**src/verilog/fepc_cfg.svh**
```systemverilog
`ifndef FEPC_CFG_SVH
`define FEPC_CFG_SVH
// =====================================================================
// special function register addresses
`define FEPC_ADR_ERASE 8'h94
`define FEPC_ADR_WCTL 8'hB2
`define FEPC_ADR_PAGE 8'hB7
// =====================================================================
// erase command patterns
`define FEPC_CMD_PAGE 8'h55
`define FEPC_CMD_MASS 8'hAA
// =====================================================================
// field positions
`define FEPC_WCTL_PWE_BIT 0
`define FEPC_WCTL_ARM_BIT 1
`define FEPC_WCTL_BUSY_BIT 7
`define FEPC_PAGE_MSB 7
`define FEPC_PAGE_LSB 1
// =====================================================================
// reset values
`define FEPC_RST_PWE 1'b0
`define FEPC_RST_ARM 1'b0
`define FEPC_RST_PAGE 7'h00
`define FEPC_RST_BYTE 8'h00
`define FEPC_RST_ADDR 16'h0000
`endif

```
**src/verilog/fepc_pkg.sv**
```systemverilog
package fepc_pkg;
   // =====================================================================
   // flash operation kinds handed to the sequencer
   typedef enum logic [1:0] {
      FEPC_OP_NONE = 2'b00,
      FEPC_OP_PAGE = 2'b01,
      FEPC_OP_MASS = 2'b10,
      FEPC_OP_PROG = 2'b11
   } fepc_op_t;

   // sequencer states
   typedef enum logic [1:0] {
      FEPC_SQ_IDLE = 2'b00,
      FEPC_SQ_REQ = 2'b01
   } fepc_sq_state_t;

   // =====================================================================
   // sequencer state
   typedef struct packed {
      fepc_sq_state_t state;
      fepc_op_t op;
      logic [6:0] page;
      logic [15:0] addr;
      logic [7:0] data;
   } fepc_seq_st_t;

   // controller state
   typedef struct packed {
      logic pwe;
      logic arm;
      logic [6:0] page;
      logic page_ld;
      logic dbg_s1;
      logic dbg_s2;
      logic external_data_ram_space_wr;
      logic [15:0] external_data_ram_space_addr;
      logic [7:0] external_data_ram_space_wdata;
      logic [7:0] rdata;
   } fepc_ctl_st_t;
endpackage : fepc_pkg

```
**src/verilog/fepc_ctrl.sv**
```systemverilog
`timescale 1ns/1ps
`include "fepc_cfg.svh"
// =====================================================================
// flash erase and byte program control behind the core's register port
//
// Overview of operation
// - pattern 0x55 erases the selected page
// - pattern 0xAA erases whole array when armed
// - whole-array erase only with debug port enabled
// - other erase command values do nothing
// - arm bit resets clear, writing one arms
// - one arming serves one whole-array erase
// - page select holds pages 0..127, resets zero
// - one page load serves one page erase
// - write enable clear: data moves reach RAM
// - write enable set: data move programs flash
// - write enable self-clears after each byte
// - write enable ignores register writes while interrupts enabled (byte self-clear still applies)
module fepc_ctrl
   import fepc_pkg::*;
(
   input wire logic mclk_i,
   input wire logic resetn_i,
   input wire logic [7:0] sfr_addr_i,
   input wire logic sfr_wr_i,
   input wire logic [7:0] sfr_wdata_i,
   input wire logic sfr_rd_i,
   output logic [7:0] sfr_rdata_o,
   input wire logic int_global_en_i,
   input wire logic debug_port_en_i,
   input wire logic movx_wr_i,
   input wire logic [15:0] movx_addr_i,
   input wire logic [7:0] movx_wdata_i,
   output logic external_data_ram_space_wr_o,
   output logic [15:0] external_data_ram_space_addr_o,
   output logic [7:0] external_data_ram_space_wdata_o,
   input wire logic flash_done_i,
   output logic flash_req_o,
   output fepc_op_t flash_op_o,
   output logic [6:0] flash_page_o,
   output logic [15:0] flash_addr_o,
   output logic [7:0] flash_wdata_o,
   output logic busy_o
);
   // =====================================================================
   // state and decode
   fepc_ctl_st_t st_ff; // registered state
   fepc_ctl_st_t nxt_st; // next state
   logic wr_erase; // write to erase command
   logic wr_wctl; // write to write control
   logic wr_page; // write to page select
   logic page_go; // page erase launch
   logic mass_go; // whole-array erase launch
   logic prog_go; // byte program launch
   logic seq_start; // any launch
   fepc_op_t seq_op; // operation to launch
   logic seq_busy; // sequencer busy
   logic [6:0] wr_page_val; // page field carried by a write
   logic wr_arm_val; // arming bit carried by a write
   logic wr_pwe_val; // write enable bit carried by a write

   // address match for a register write or read
   function automatic logic sfr_hit(input logic [7:0] a, input logic [7:0] ref_a);
      sfr_hit = (a == ref_a);
   endfunction : sfr_hit

   // write strobes per register
   always_comb begin
      wr_erase = sfr_wr_i && sfr_hit(sfr_addr_i, `FEPC_ADR_ERASE);
      wr_wctl = sfr_wr_i && sfr_hit(sfr_addr_i, `FEPC_ADR_WCTL);
      wr_page = sfr_wr_i && sfr_hit(sfr_addr_i, `FEPC_ADR_PAGE);
      wr_page_val = sfr_wdata_i[`FEPC_PAGE_MSB:`FEPC_PAGE_LSB];
      wr_arm_val = sfr_wdata_i[`FEPC_WCTL_ARM_BIT];
      wr_pwe_val = sfr_wdata_i[`FEPC_WCTL_PWE_BIT];
   end

   // =====================================================================
   // launch decisions
   always_comb begin
      // page erase needs a fresh page load
      page_go = wr_erase && (sfr_wdata_i == `FEPC_CMD_PAGE) && st_ff.page_ld
         && !seq_busy;
      // whole-array erase needs arming and the debug port
      mass_go = wr_erase && (sfr_wdata_i == `FEPC_CMD_MASS) && st_ff.arm
         && st_ff.dbg_s2 && !seq_busy;
      // any other pattern falls through with no launch
      prog_go = movx_wr_i && st_ff.pwe && !seq_busy;
      seq_start = page_go || mass_go || prog_go;
      if (page_go) begin
         seq_op = FEPC_OP_PAGE;
      end else if (mass_go) begin
         seq_op = FEPC_OP_MASS;
      end else if (prog_go) begin
         seq_op = FEPC_OP_PROG;
      end else begin
         seq_op = FEPC_OP_NONE;
      end
   end

   // =====================================================================
   // next state
   always_comb begin
      nxt_st = st_ff;
      // debug port enable crosses in through two flops
      nxt_st.dbg_s1 = debug_port_en_i;
      nxt_st.dbg_s2 = st_ff.dbg_s1;

      // consume arming and page load once launched
      if (mass_go) begin
         nxt_st.arm = 1'b0;
      end
      if (page_go) begin
         nxt_st.page_ld = 1'b0;
         nxt_st.page = `FEPC_RST_PAGE;
      end
      // write enable clears after every byte move
      if (movx_wr_i && st_ff.pwe) begin
         nxt_st.pwe = 1'b0;
      end

      // register writes come last so a set beats a clear
      if (wr_page) begin
         nxt_st.page = sfr_wdata_i[`FEPC_PAGE_MSB:`FEPC_PAGE_LSB];
         nxt_st.page_ld = 1'b1;
      end
      if (wr_wctl) begin
         nxt_st.arm = sfr_wdata_i[`FEPC_WCTL_ARM_BIT];
         if (!int_global_en_i) begin
            nxt_st.pwe = sfr_wdata_i[`FEPC_WCTL_PWE_BIT];
         end
      end

      // data moves with write enable clear go to RAM space
      nxt_st.external_data_ram_space_wr = movx_wr_i && !st_ff.pwe;
      if (movx_wr_i && !st_ff.pwe) begin
         nxt_st.external_data_ram_space_addr = movx_addr_i;
         nxt_st.external_data_ram_space_wdata = movx_wdata_i;
      end

      // read data: write control shows enable and busy, others zero
      if (sfr_rd_i) begin
         nxt_st.rdata = `FEPC_RST_BYTE;
         if (sfr_hit(sfr_addr_i, `FEPC_ADR_WCTL)) begin
            nxt_st.rdata[`FEPC_WCTL_PWE_BIT] = st_ff.pwe;
            nxt_st.rdata[`FEPC_WCTL_BUSY_BIT] = seq_busy;
         end
      end
   end

   // state register, all constants under reset
   always_ff @(posedge mclk_i or negedge resetn_i) begin
      if (!resetn_i) begin
         st_ff.pwe <= `FEPC_RST_PWE;
         st_ff.arm <= `FEPC_RST_ARM;
         st_ff.page <= `FEPC_RST_PAGE;
         st_ff.page_ld <= 1'b0;
         st_ff.dbg_s1 <= 1'b0;
         st_ff.dbg_s2 <= 1'b0;
         st_ff.external_data_ram_space_wr <= 1'b0;
         st_ff.external_data_ram_space_addr <= `FEPC_RST_ADDR;
         st_ff.external_data_ram_space_wdata <= `FEPC_RST_BYTE;
         st_ff.rdata <= `FEPC_RST_BYTE;
      end else begin
         st_ff <= nxt_st;
      end
   end

   // =====================================================================
   // flash operation sequencer
   fepc_flash_seq u_seq (
      .mclk_i(mclk_i),
      .resetn_i(resetn_i),
      .start_i(seq_start),
      .op_i(seq_op),
      .page_i(st_ff.page),
      .addr_i(movx_addr_i),
      .data_i(movx_wdata_i),
      .flash_done_i(flash_done_i),
      .busy_o(seq_busy),
      .flash_req_o(flash_req_o),
      .flash_op_o(flash_op_o),
      .flash_page_o(flash_page_o),
      .flash_addr_o(flash_addr_o),
      .flash_wdata_o(flash_wdata_o)
   );

   // =====================================================================
   // outputs
   assign busy_o = seq_busy;
   assign sfr_rdata_o = st_ff.rdata;
   assign external_data_ram_space_wr_o = st_ff.external_data_ram_space_wr;
   assign external_data_ram_space_addr_o = st_ff.external_data_ram_space_addr;
   assign external_data_ram_space_wdata_o = st_ff.external_data_ram_space_wdata;
endmodule : fepc_ctrl

```
**src/verilog/fepc_flash_seq.sv**
```systemverilog
`timescale 1ns/1ps
`include "fepc_cfg.svh"
// launches one flash operation and holds the request until the array reports done
module fepc_flash_seq
   import fepc_pkg::*;
(
   input wire logic mclk_i,
   input wire logic resetn_i,
   input wire logic start_i,
   input wire fepc_op_t op_i,
   input wire logic [6:0] page_i,
   input wire logic [15:0] addr_i,
   input wire logic [7:0] data_i,
   input wire logic flash_done_i,
   output logic busy_o,
   output logic flash_req_o,
   output fepc_op_t flash_op_o,
   output logic [6:0] flash_page_o,
   output logic [15:0] flash_addr_o,
   output logic [7:0] flash_wdata_o
);
   // =====================================================================
   // state
   fepc_seq_st_t st_ff; // registered state
   fepc_seq_st_t nxt_st; // next state

   // next state: accept a start only when idle
   always_comb begin
      nxt_st = st_ff;
      case (st_ff.state)
         FEPC_SQ_IDLE: begin
            if (start_i) begin
               nxt_st.state = FEPC_SQ_REQ;
               nxt_st.op = op_i;
               nxt_st.page = page_i;
               nxt_st.addr = addr_i;
               nxt_st.data = data_i;
            end
         end
         FEPC_SQ_REQ: begin
            // request stands until the array finishes
            if (flash_done_i) begin
               nxt_st.state = FEPC_SQ_IDLE;
               nxt_st.op = FEPC_OP_NONE;
            end
         end
         default: begin
            nxt_st.state = FEPC_SQ_IDLE;
         end
      endcase
   end

   // state register
   always_ff @(posedge mclk_i or negedge resetn_i) begin
      if (!resetn_i) begin
         st_ff <= '{FEPC_SQ_IDLE, FEPC_OP_NONE, `FEPC_RST_PAGE, `FEPC_RST_ADDR, `FEPC_RST_BYTE};
      end else begin
         st_ff <= nxt_st;
      end
   end

   // =====================================================================
   // outputs
   assign busy_o = (st_ff.state != FEPC_SQ_IDLE);
   assign flash_req_o = (st_ff.state == FEPC_SQ_REQ);
   assign flash_op_o = st_ff.op;
   assign flash_page_o = st_ff.page;
   assign flash_addr_o = st_ff.addr;
   assign flash_wdata_o = st_ff.data;
endmodule : fepc_flash_seq

```
**config.mk**
```make
export PLATFORM = sky130hd
export DESIGN_NAME = fepc_ctrl
export DESIGN_NICKNAME = d
export VERILOG_FILES = /design/src/verilog/fepc_pkg.sv /design/src/verilog/fepc_ctrl.sv /design/src/verilog/fepc_flash_seq.sv
export VERILOG_INCLUDE_DIRS = /design/src /design/src/verilog
export SDC_FILE = /design/constraint.sdc
export NUM_CORES = 1
export LEC_CHECK = 0
export ABC_AREA = 1
export BUFFER_PORTS_ARGS = -buffer_cell sky130_fd_sc_hd__buf_2
export CORE_ASPECT_RATIO = 1.1
export CORE_MARGIN = 2
export CORE_UTILIZATION = 46
export DETAILED_ROUTE_END_ITERATION = 16
export GPL_ROUTABILITY_DRIVEN = 0
export GPL_TIMING_DRIVEN = 0
export HOLD_SLACK_MARGIN = 0.03
export PLACE_DENSITY = 0.88
export SYNTH_ARGS = -nofsm -noshare
export SYNTH_HDL_FRONTEND = slang
export SYNTH_SLANG_ARGS = --single-unit
```
**constraint.sdc**
```tcl
create_clock -name mclk_i -period 1.25 [get_ports mclk_i]
set_input_delay 0.1875 -clock mclk_i [delete_from_list [all_inputs] [get_ports mclk_i]]
set_output_delay 0.1875 -clock mclk_i [all_outputs]
set_load 0.005 [all_outputs]
```
==> report_table.html, run 1 <==
<table>
<tr><th>Metric</th><th>Value</th></tr>
<tr><th colspan="2">Synthesis</th></tr>
<tr><td>Area share of fa/ha/maj cells after synthesis</td><td>0</td></tr>
<tr><td>Largest family of logic cells by synthesized area</td><td>simple AND/OR/NAND/NOR gates</td></tr>
<tr><td>Ys Warns</td><td>0</td></tr>
<tr><td>Cell variety after synth</td><td>25</td></tr>
<tr><td>Netlist area before placement</td><td>3567 um^2</td></tr>
<tr><td>Cell count after synthesis</td><td>414</td></tr>
<tr><td>Mean area per synthesized cell</td><td>8.616 um^2</td></tr>
<tr><td>Top-area cell type share of the netlist area</td><td>0.5121</td></tr>
<tr><td>Synthesized-area fraction occupied by ao, oa, aoi and oai cells</td><td>0.01543</td></tr>
<tr><td>Xor/xnor cell area share of the yosys netlist</td><td>0</td></tr>
<tr><td>Top cell types by occurrence after synthesis</td><td>146 x sky130_fd_sc_hd__nand2_1, 73 x sky130_fd_sc_hd__dfrtp_1, 67 x sky130_fd_sc_hd__buf_4, 45 x sky130_fd_sc_hd__nand3_1, 18 x sky130_fd_sc_hd__inv_1</td></tr>
<tr><td>Count of state elements after synthesis</td><td>73</td></tr>
<tr><td>Simple-gate share of the synthesized area</td><td>0.2806</td></tr>
<tr><td>Mux contribution to synthesized area</td><td>0</td></tr>
<tr><td>Sequential area share after synthesis</td><td>0.5121</td></tr>
<tr><td>Flip-flop cell with the highest count after synthesis</td><td>sky130_fd_sc_hd__dfrtp_1</td></tr>
<tr><td>Share of flip-flops with an asynchronous set or reset</td><td>1.000</td></tr>
<tr><td>Largest area contributor in the synthesized netlist</td><td>sky130_fd_sc_hd__dfrtp_1</td></tr>
<tr><td>Dominant cells by area after synthesis</td><td>sky130_fd_sc_hd__dfrtp_1 51%, sky130_fd_sc_hd__nand2_1 15%, sky130_fd_sc_hd__buf_4 14%</td></tr>
<tr><td>Count of flip-flops with a built-in enable after synthesis</td><td>0</td></tr>
<tr><td>Cell with the most instances after synthesis</td><td>sky130_fd_sc_hd__nand2_1</td></tr>
<tr><th colspan="2">Finish</th></tr>
<tr><td>Number of antenna repair diodes</td><td>0</td></tr>
<tr><td>Fraction of final layout cells sized beyond drive strength 1</td><td>0.4829</td></tr>
<tr><td>Area growth from synthesis to layout</td><td>35.46%</td></tr>
<tr><td>Fill cell total of the finished layout</td><td>622</td></tr>
<tr><td>Core Util, Final</td><td>0.6466</td></tr>
<tr><td>Number of non-filler instances in the completed layout</td><td>662</td></tr>
<tr><td>Area of the multi-input gates</td><td>1242 um^2</td></tr>
<tr><td>Sequential cell area in the final layout</td><td>1828 um^2</td></tr>
<tr><td>Final Net Count</td><td>601</td></tr>
<tr><th colspan="2">STA</th></tr>
<tr><td>Unrepaired setup endpoints after global routing</td><td>yes</td></tr>
<tr><td>Shortest period the worst path allows</td><td>1.443 ns</td></tr>
<tr><td>Slew headroom</td><td>0.5650</td></tr>
<tr><td>Worst clock skew on the final layout</td><td>0.008756 ns</td></tr>
<tr><td>Setup-violating endpoint count in the final report</td><td>45</td></tr>
<tr><td>Setup slack of the critical path after layout</td><td>-0.1931 ns</td></tr>
<tr><td>Ratio of final minimum period to clock period</td><td>1.154</td></tr>
<tr><td>Final-report max-slew violation count</td><td>0</td></tr>
<tr><td>Final hold violation count</td><td>0</td></tr>
<tr><td>Fmax</td><td>0.6930 GHz</td></tr>
<tr><td>Slew at the pin closest to its max-slew limit</td><td>0.6525 ns</td></tr>
<tr><th colspan="2">Detailed routing</th></tr>
<tr><td>First-pass detailed-route iteration total</td><td>4</td></tr>
<tr><td>Number of DRC violations after detailed routing</td><td>0</td></tr>
<tr><td>Total length of routed wires</td><td>8251 um</td></tr>
<tr><td>Number of design-rule violations left by the first detailed-router iteration</td><td>110</td></tr>
<tr><td>Routed WL per cell</td><td>12.46 um</td></tr>
<tr><td>Vias after detailed routing</td><td>3009</td></tr>
<tr><td>Mean number of vias per cell</td><td>4.545</td></tr>
<tr><td>DRT antenna net count</td><td>0</td></tr>
<tr><th colspan="2">GRT</th></tr>
<tr><td>Global-route wire length before repair</td><td>12740 um</td></tr>
<tr><td>Global route overflow</td><td>0</td></tr>
<tr><td>Vias in the first global route</td><td>2741</td></tr>
<tr><td>Antenna violations before repair</td><td>0</td></tr>
<tr><td>Overall global routing resource usage</td><td>0.1985</td></tr>
<tr><td>Largest net degree at the start of global routing</td><td>74</td></tr>
<tr><th colspan="2">Floorplanning</th></tr>
<tr><td>Vertical die dimension</td><td>96.36 um</td></tr>
<tr><td>Die extent in x</td><td>87.96 um</td></tr>
<tr><td>Die Area</td><td>8476 um^2</td></tr>
<tr><td>Number of top-level pins</td><td>116</td></tr>
<tr><td>Placeable core region</td><td>7473 um^2</td></tr>
<tr><td>Rows</td><td>33</td></tr>
<tr><td>Initial core utilization</td><td>0.4773</td></tr>
<tr><th colspan="2">Setup path</th></tr>
<tr><td>CP arrival</td><td>1.68 ns</td></tr>
<tr><td>Data required time of the critical path</td><td>1.48 ns</td></tr>
<tr><td>Worst Setup Start Kind</td><td>flip-flop</td></tr>
<tr><td>Maximum fanout count along the critical path</td><td>10</td></tr>
<tr><td>Kind of capture point of the worst setup path</td><td>flip-flop</td></tr>
<tr><td>Setup CP Type</td><td>reg2reg</td></tr>
<tr><th colspan="2">CTS</th></tr>
<tr><td>Worst-case clock buffer depth</td><td>2</td></tr>
<tr><td>CTS HTree Levels</td><td>3</td></tr>
<tr><td>Library cell used as clock root buffer</td><td>sky130_fd_sc_hd__clkbuf_8</td></tr>
<tr><td>Num Clock Sinks</td><td>73</td></tr>
<tr><td>Number of buffers created by CTS</td><td>9</td></tr>
<tr><td>CTS clk-pin slew, worst paths</td><td>0.08 ns</td></tr>
<tr><td>CTS tree</td><td>done</td></tr>
<tr><td>Clk_lat worst skew</td><td>0.35 ns</td></tr>
<tr><th colspan="2">Flow run</th></tr>
<tr><td>Max cap viols</td><td>0</td></tr>
<tr><th colspan="2">Outcome</th></tr>
<tr><td>Violations in the final reports</td><td>setup timing</td></tr>
<tr><td>Run status</td><td>finished, violations left</td></tr>
<tr><th colspan="2">Place</th></tr>
<tr><td>Placed Cells</td><td>633</td></tr>
<tr><td>Post-detail-place hpwl</td><td>5743 um</td></tr>
<tr><td>Number of port buffers</td><td>109</td></tr>
<tr><th colspan="2">Power</th></tr>
<tr><td>Power per standard cell area</td><td>1005 nW/um^2</td></tr>
<tr><td>Leakage power total</td><td>2.829 nW</td></tr>
<tr><td>Highest ir drop seen on vdd</td><td>0.5549 mV</td></tr>
<tr><th colspan="2">Hold path</th></tr>
<tr><td>Min-Delay Path Class</td><td>in2reg</td></tr>
</table>
==> cell families after synthesis <==
family,after synthesis
compound gates,10
other cells,1
simple gates,227
buf+inv,103
flops,73
==> path summary, 6_finish.rpt <==
kind / startpoint / endpoint / slack [ns] / depth (start not counted)
worst max-delay path: u_seq.st_ff[33] / u_seq.flash_wdata_o[2] / -0.19 / 9
worst min-delay path: movx_wdata_i[6] / u_seq.flash_wdata_o[6] / 0.05 / 3
worst max register to register: u_seq.st_ff[33] / u_seq.flash_wdata_o[2] / -0.19 / 9
worst min register to register: nxt_st[33] / st_ff[33] / 0.35 / 0
max in group asynchronous: resetn_i / u_seq.st_ff[33] / 0.34 / 2
min in group asynchronous: resetn_i / u_seq.flash_addr_o[15] / 0.43 / 2
==> worst max-delay path, stage by stage, from the launching register on <==
cell and delay (ns):
sky130_fd_sc_hd__dfrtp_2 0.42, sky130_fd_sc_hd__inv_2 0.09, sky130_fd_sc_hd__nand3_2 0.07, sky130_fd_sc_hd__inv_2 0.06
sky130_fd_sc_hd__nand3_2 0.09, sky130_fd_sc_hd__nor2_4 0.17, sky130_fd_sc_hd__nor2_8 0.07, sky130_fd_sc_hd__clkbuf_8 0.19
sky130_fd_sc_hd__nand3_1 0.10, sky130_fd_sc_hd__nand2_1 0.07
==> power by group <==
| part | internal, mW | switching, mW | leakage, nW |
|---|---|---|---|
| clock network | 0.755 | 0.868 | 0.0802 |
| registers | 2.49 | 0.0786 | 0.940 |
| logic | 0.358 | 0.303 | 1.81 |
==> routing by layer <==
| metal | part of all wire | track usage |
|---|---|---|
| met1 | 0.43 | 0.2515 |
| met4 | 0.023 | 0.08718 |
| met2 | 0.50 | 0.3340 |
| met5 | 0 | 0 |
| met3 | 0.052 | 0.03259 |
==> flip-flops by register name, summed over array words and instances, names as in the netlist <==
signal,count
u_seq.flash_addr_o,16
st_ff,11
sfr_rdata_o,2
external_data_ram_space_wdata_o,8
u_seq.flash_wdata_o,8
nxt_st,1
u_seq.flash_op_o,2
external_data_ram_space_addr_o,16
external_data_ram_space_wr_o,1
u_seq.flash_page_o,7
u_seq.st_ff,1
==> placed cells by master (no fill, tap or decap), drive strengths merged, types with 4 or more instances in the layout <==
master / instances
buf: 195
nand2: 158
dfrtp: 73
nand3: 47
inv: 21
clkbuf: 18
nor2: 14
o21ai: 7
conb: 6
nand4: 4
==> cell type report <==
cell class              instances  share of cell area
inverters                      21             0.01631
well taps                     105             0.02719
flip-flops and latches         73              0.3783
clock buffers                  10             0.02848
multi-input cells             243              0.2571
clock inverters                 5            0.006732
plain buffers                  81              0.1344
repair buffers                124              0.1515
==> repair_timing <==
item                                    in CTS  in global routing
resized for setup                           24                 45
cloned                                       2                  2
endpoints found under the setup margin      67                137
pin swaps                                    6                  5
hold endpoints to repair                    74                  0
hold buffers                                 2                  0
setup buffers                                7                  2
==> through the flow <==
stage | setup WS [ns] | instance area [um^2] | hold WS [ns] | setup TNS (ns) | power, mW
5_1_grt | -0.2848 | 4832 | 0.04063 | -9.714 | 5.098
2_1_floorplan | -0.05041 | 3612 | -0.1081 | -1.739 | 2.939
4_1_cts | -0.1988 | 4636 | 0.03241 | -6.436 | 4.884
3_5_place_dp | -0.5079 | 4292 | 0.2992 | -18.25 | 3.253
3_3_place_gp | -0.4773 | 4289 | 0.2984 | -46.22 | 3.226
6_report | -0.1931 | 4832 | 0.04536 | -5.546 | 4.856
(Power assumes the default switching activity.)
==> run 2: changes to the inputs <==
--- a/config.mk
+++ b/config.mk
@@ -19,3 +19,4 @@
 export SYNTH_ARGS = -nofsm -noshare
 export SYNTH_HDL_FRONTEND = slang
 export SYNTH_SLANG_ARGS = --single-unit
+export TNS_END_PERCENT = 1
==> run 2 against run 1 <==
Net effect:
- the run still ends with setup timing left
- non-clock buffer count shrank 2
- final cell count shrank 0.15%
- via count grew 1.9%
- sequential power is essentially flat
- worst hold slack gained 0.0029 ns
- die area is the same
- register-to-register slack gained 0.02 ns
- routed wire length grew 2.0%
- setup slack gained 0.021 ns
- critical path type unchanged
==> report_table.html, run 2 (synthesis gave the netlist of run 1 again) <==
<table>
<tr><th>Metric</th><th>Value</th></tr>
<tr><th colspan="2">Finish</th></tr>
<tr><td>Fill cell total of the finished layout</td><td>643 (+3.4%)</td></tr>
<tr><td>Number of antenna repair diodes</td><td>0 (unchanged)</td></tr>
<tr><td>Most frequent cells in the layout</td><td>139 x sky130_fd_sc_hd__nand2_1, 110 x sky130_fd_sc_hd__buf_2, 73 x sky130_fd_sc_hd__buf_4, 71 x sky130_fd_sc_hd__dfrtp_1, 40 x sky130_fd_sc_hd__nand3_1</td></tr>
<tr><td>Area growth from synthesis to layout</td><td>32.34%</td></tr>
<tr><td>Core Util, Final</td><td>0.6317 (-0.01490)</td></tr>
<tr><td>Leading cell type in the layout, fill and taps excluded</td><td>sky130_fd_sc_hd__nand2_1</td></tr>
<tr><td>Area of the multi-input gates</td><td>1152 um^2 (-7.3%)</td></tr>
<tr><td>Final Net Count</td><td>599 (-0.33%)</td></tr>
<tr><td>Sequential cell area in the final layout</td><td>1829 um^2 (about the same)</td></tr>
<tr><td>Fraction of final layout cells sized beyond drive strength 1</td><td>0.4550 (-0.02791)</td></tr>
<tr><th colspan="2">Setup path</th></tr>
<tr><td>Data required time of the critical path</td><td>1.48 ns (about the same)</td></tr>
<tr><td>CP arrival</td><td>1.66 ns (-0.02 ns)</td></tr>
<tr><td>Maximum fanout count along the critical path</td><td>6 (-4)</td></tr>
<tr><td>Worst reg2reg startpoint</td><td>u_seq.st_ff[33]</td></tr>
<tr><td>Reg2reg setup slack</td><td>-0.17 ns (+0.02 ns)</td></tr>
<tr><td>Setup CP Type</td><td>reg2reg</td></tr>
<tr><td>Kind of capture point of the worst setup path</td><td>flip-flop</td></tr>
<tr><td>R2r endpoint</td><td>u_seq.st_ff[33]</td></tr>
<tr><td>Worst Setup Start Kind</td><td>flip-flop</td></tr>
<tr><td>Depth of the worst register-to-register path</td><td>9 (unchanged)</td></tr>
<tr><th colspan="2">Place</th></tr>
<tr><td>Number of port buffers</td><td>109 (unchanged)</td></tr>
<tr><td>Placement-stage worst setup slack</td><td>-0.5294 ns (-0.02153 ns)</td></tr>
<tr><td>Post-detail-place hpwl</td><td>5885 um (+2.5%)</td></tr>
<tr><th colspan="2">STA</th></tr>
<tr><td>Final hold violation count</td><td>0 (unchanged)</td></tr>
<tr><td>Worst clock skew on the final layout</td><td>0.01095 ns (+0.002198 ns)</td></tr>
<tr><td>Slew headroom</td><td>0.5473 (-0.01765)</td></tr>
<tr><td>Fmax</td><td>0.7031 GHz (+1.5%)</td></tr>
<tr><td>Shortest period the worst path allows</td><td>1.422 ns (-0.02086 ns)</td></tr>
<tr><td>Final-report max-slew violation count</td><td>0 (unchanged)</td></tr>
<tr><td>Unrepaired setup endpoints after global routing</td><td>yes</td></tr>
<tr><td>Ratio of final minimum period to clock period</td><td>1.138 (-0.01669)</td></tr>
<tr><td>Setup slack of the critical path after layout</td><td>-0.1722 ns (+0.02086 ns)</td></tr>
<tr><td>Setup-violating endpoint count in the final report</td><td>44 (-2.2%)</td></tr>
<tr><td>Slew at the pin closest to its max-slew limit</td><td>0.6790 ns (+0.02647 ns)</td></tr>
<tr><th colspan="2">Floorplanning</th></tr>
<tr><td>Initial core utilization</td><td>0.4773 (unchanged)</td></tr>
<tr><td>Number of top-level pins</td><td>116 (unchanged)</td></tr>
<tr><td>Die Area</td><td>8476 um^2 (unchanged)</td></tr>
<tr><td>Rows</td><td>33 (unchanged)</td></tr>
<tr><td>Die extent in x</td><td>87.96 um (unchanged)</td></tr>
<tr><td>Vertical die dimension</td><td>96.36 um (unchanged)</td></tr>
<tr><td>Placeable core region</td><td>7473 um^2 (unchanged)</td></tr>
<tr><th colspan="2">Hold path</th></tr>
<tr><td>Min-Delay Path Class</td><td>in2reg</td></tr>
<tr><td>Hold path startpoint</td><td>movx_wdata_i[5]</td></tr>
<tr><td>Cells on Worst Hold Path</td><td>3 (unchanged)</td></tr>
<tr><td>Hold Path Sink</td><td>u_seq.flash_wdata_o[5]</td></tr>
<tr><th colspan="2">Detailed routing</th></tr>
<tr><td>Total length of routed wires</td><td>8418 um (+2.0%)</td></tr>
<tr><td>Number of design-rule violations left by the first detailed-router iteration</td><td>134 (+22%)</td></tr>
<tr><td>Vias after detailed routing</td><td>3067 (+1.9%)</td></tr>
<tr><td>Mean number of vias per cell</td><td>4.640 (+2.1%)</td></tr>
<tr><td>Routed WL per cell</td><td>12.74 um (+2.2%)</td></tr>
<tr><td>Number of DRC violations after detailed routing</td><td>0 (unchanged)</td></tr>
<tr><td>DRT antenna net count</td><td>0 (unchanged)</td></tr>
<tr><td>First-pass detailed-route iteration total</td><td>6 (+2)</td></tr>
<tr><th colspan="2">GRT</th></tr>
<tr><td>Global-route wire length before repair</td><td>12790 um (+0.38%)</td></tr>
<tr><td>Overall global routing resource usage</td><td>0.1984 (about the same)</td></tr>
<tr><td>Global route overflow</td><td>0 (unchanged)</td></tr>
<tr><td>Antenna violations before repair</td><td>0 (unchanged)</td></tr>
<tr><td>Vias in the first global route</td><td>2915 (+6.3%)</td></tr>
<tr><td>Largest net degree at the start of global routing</td><td>74 (unchanged)</td></tr>
<tr><th colspan="2">CTS</th></tr>
<tr><td>CTS clk-pin slew, worst paths</td><td>0.08 ns (about the same)</td></tr>
<tr><td>Library cell used as clock root buffer</td><td>sky130_fd_sc_hd__clkbuf_8</td></tr>
<tr><td>Num Clock Sinks</td><td>73 (unchanged)</td></tr>
<tr><td>Worst-case clock buffer depth</td><td>2 (unchanged)</td></tr>
<tr><td>CTS HTree Levels</td><td>3 (unchanged)</td></tr>
<tr><td>Number of buffers created by CTS</td><td>9 (unchanged)</td></tr>
<tr><td>Clk_lat worst skew</td><td>0.35 ns (about the same)</td></tr>
<tr><td>CTS tree</td><td>done</td></tr>
<tr><th colspan="2">Power</th></tr>
<tr><td>Power per standard cell area</td><td>1103 nW/um^2 (+9.8%)</td></tr>
<tr><td>Total power draw</td><td>5.207 mW (+7.2%)</td></tr>
<tr><td>Highest ir drop seen on vdd</td><td>0.7190 mV (+30%)</td></tr>
<tr><td>Leakage power total</td><td>2.752 nW (-2.7%)</td></tr>
<tr><th colspan="2">Flow run</th></tr>
<tr><td>Max cap viols</td><td>0 (unchanged)</td></tr>
<tr><th colspan="2">Outcome</th></tr>
<tr><td>Run status</td><td>finished, violations left</td></tr>
<tr><td>Violations in the final reports</td><td>setup timing</td></tr>
</table>
run 2: cell count changes in the layout (fill, tap and decap cells not counted), moves of 2 or more:
| cell | change |
|---|---|
| sky130_fd_sc_hd__buf_8 | -2 |
| sky130_fd_sc_hd__buf_6 | +5 |
| sky130_fd_sc_hd__nand3_1 | +6 |
| sky130_fd_sc_hd__nand3_2 | -6 |
| sky130_fd_sc_hd__nand2_1 | +9 |
| sky130_fd_sc_hd__o21ai_1 | -2 |
| sky130_fd_sc_hd__nand2_4 | -7 |
| sky130_fd_sc_hd__nand2_2 | -2 |
| sky130_fd_sc_hd__clkbuf_2 | -2 |
| sky130_fd_sc_hd__clkbuf_16 | -2 |
run 2: area by class of cell:
type | instances | area share
inverter | 21 | 0.01670
sequential | 73 | 0.3875
clock inverter | 4 | 0.01060
multi-input combinational | 243 | 0.2441
clock buffer | 12 | 0.03499
tap | 105 | 0.02783
timing repair buffer | 121 | 0.1391
buffer | 82 | 0.1391
run 2: through the flow:
step           area, um^2  cells  TNS, ns  hold slack (ns)
2_1_floorplan        3586    419   -1.849          -0.1081
3_3_place_gp         4263    633   -44.38           0.2961
3_5_place_dp         4265    633   -18.92           0.2989
4_1_cts              4622    659   -6.950          0.03703
5_1_grt              4721    661   -8.565          0.04641
6_report             4721    661   -4.653          0.04825
run 2: power by group:
part           switching, mW  total [mW]  leakage (nW)  internal, mW
logic                  0.301       0.661          1.71         0.361
registers             0.0806        2.57         0.938          2.49
clock network          0.891        1.97         0.105          1.08
total                   1.27        5.21          2.75          3.94
run 2: what timing repair did:
action / CTS / global route
setup endpoints to repair: 69 / 136
cloned: 2 / 1
pin swaps: 6 / 3
gates resized for setup: 20 / 37
endpoints found under the hold margin: 75 / 0
hold buffers: 3 / 0
buffers inserted: 5 / 1
run 2: worst max-delay path by stage:
stage	start	end	cells past startpoint
2_1_floorplan	u_seq.st_ff[33]	u_seq.flash_addr_o[14]	9
3_3_place_gp	st_ff[44]	external_data_ram_space_wdata_o[6]	5
3_5_place_dp	st_ff[44]	external_data_ram_space_addr_o[4]	5
4_1_cts	u_seq.st_ff[33]	u_seq.flash_addr_o[7]	9
5_1_grt	u_seq.st_ff[33]	u_seq.st_ff[33]	9
6_report	u_seq.st_ff[33]	u_seq.st_ff[33]	9
run 2: worst max-delay path: stages, from the launching register on:
cell and delay [ns]:
sky130_fd_sc_hd__dfrtp_2 0.40, sky130_fd_sc_hd__inv_2 0.06, sky130_fd_sc_hd__nand3_2 0.06, sky130_fd_sc_hd__inv_2 0.03
sky130_fd_sc_hd__nand3_2 0.08, sky130_fd_sc_hd__nor2_4 0.05, sky130_fd_sc_hd__nor2_8 0.19, sky130_fd_sc_hd__nand2_8 0.10
sky130_fd_sc_hd__buf_6 0.13, sky130_fd_sc_hd__or2_1 0.20
run 2: per-layer routing:
layer  track usage  vias up  part of all wire
met4       0.09231        0             0.018
met3       0.03516       15             0.056
li1              -     1496                 -
met5             0        -                 0
met1        0.2225     1439              0.39
met2        0.3624      117              0.54
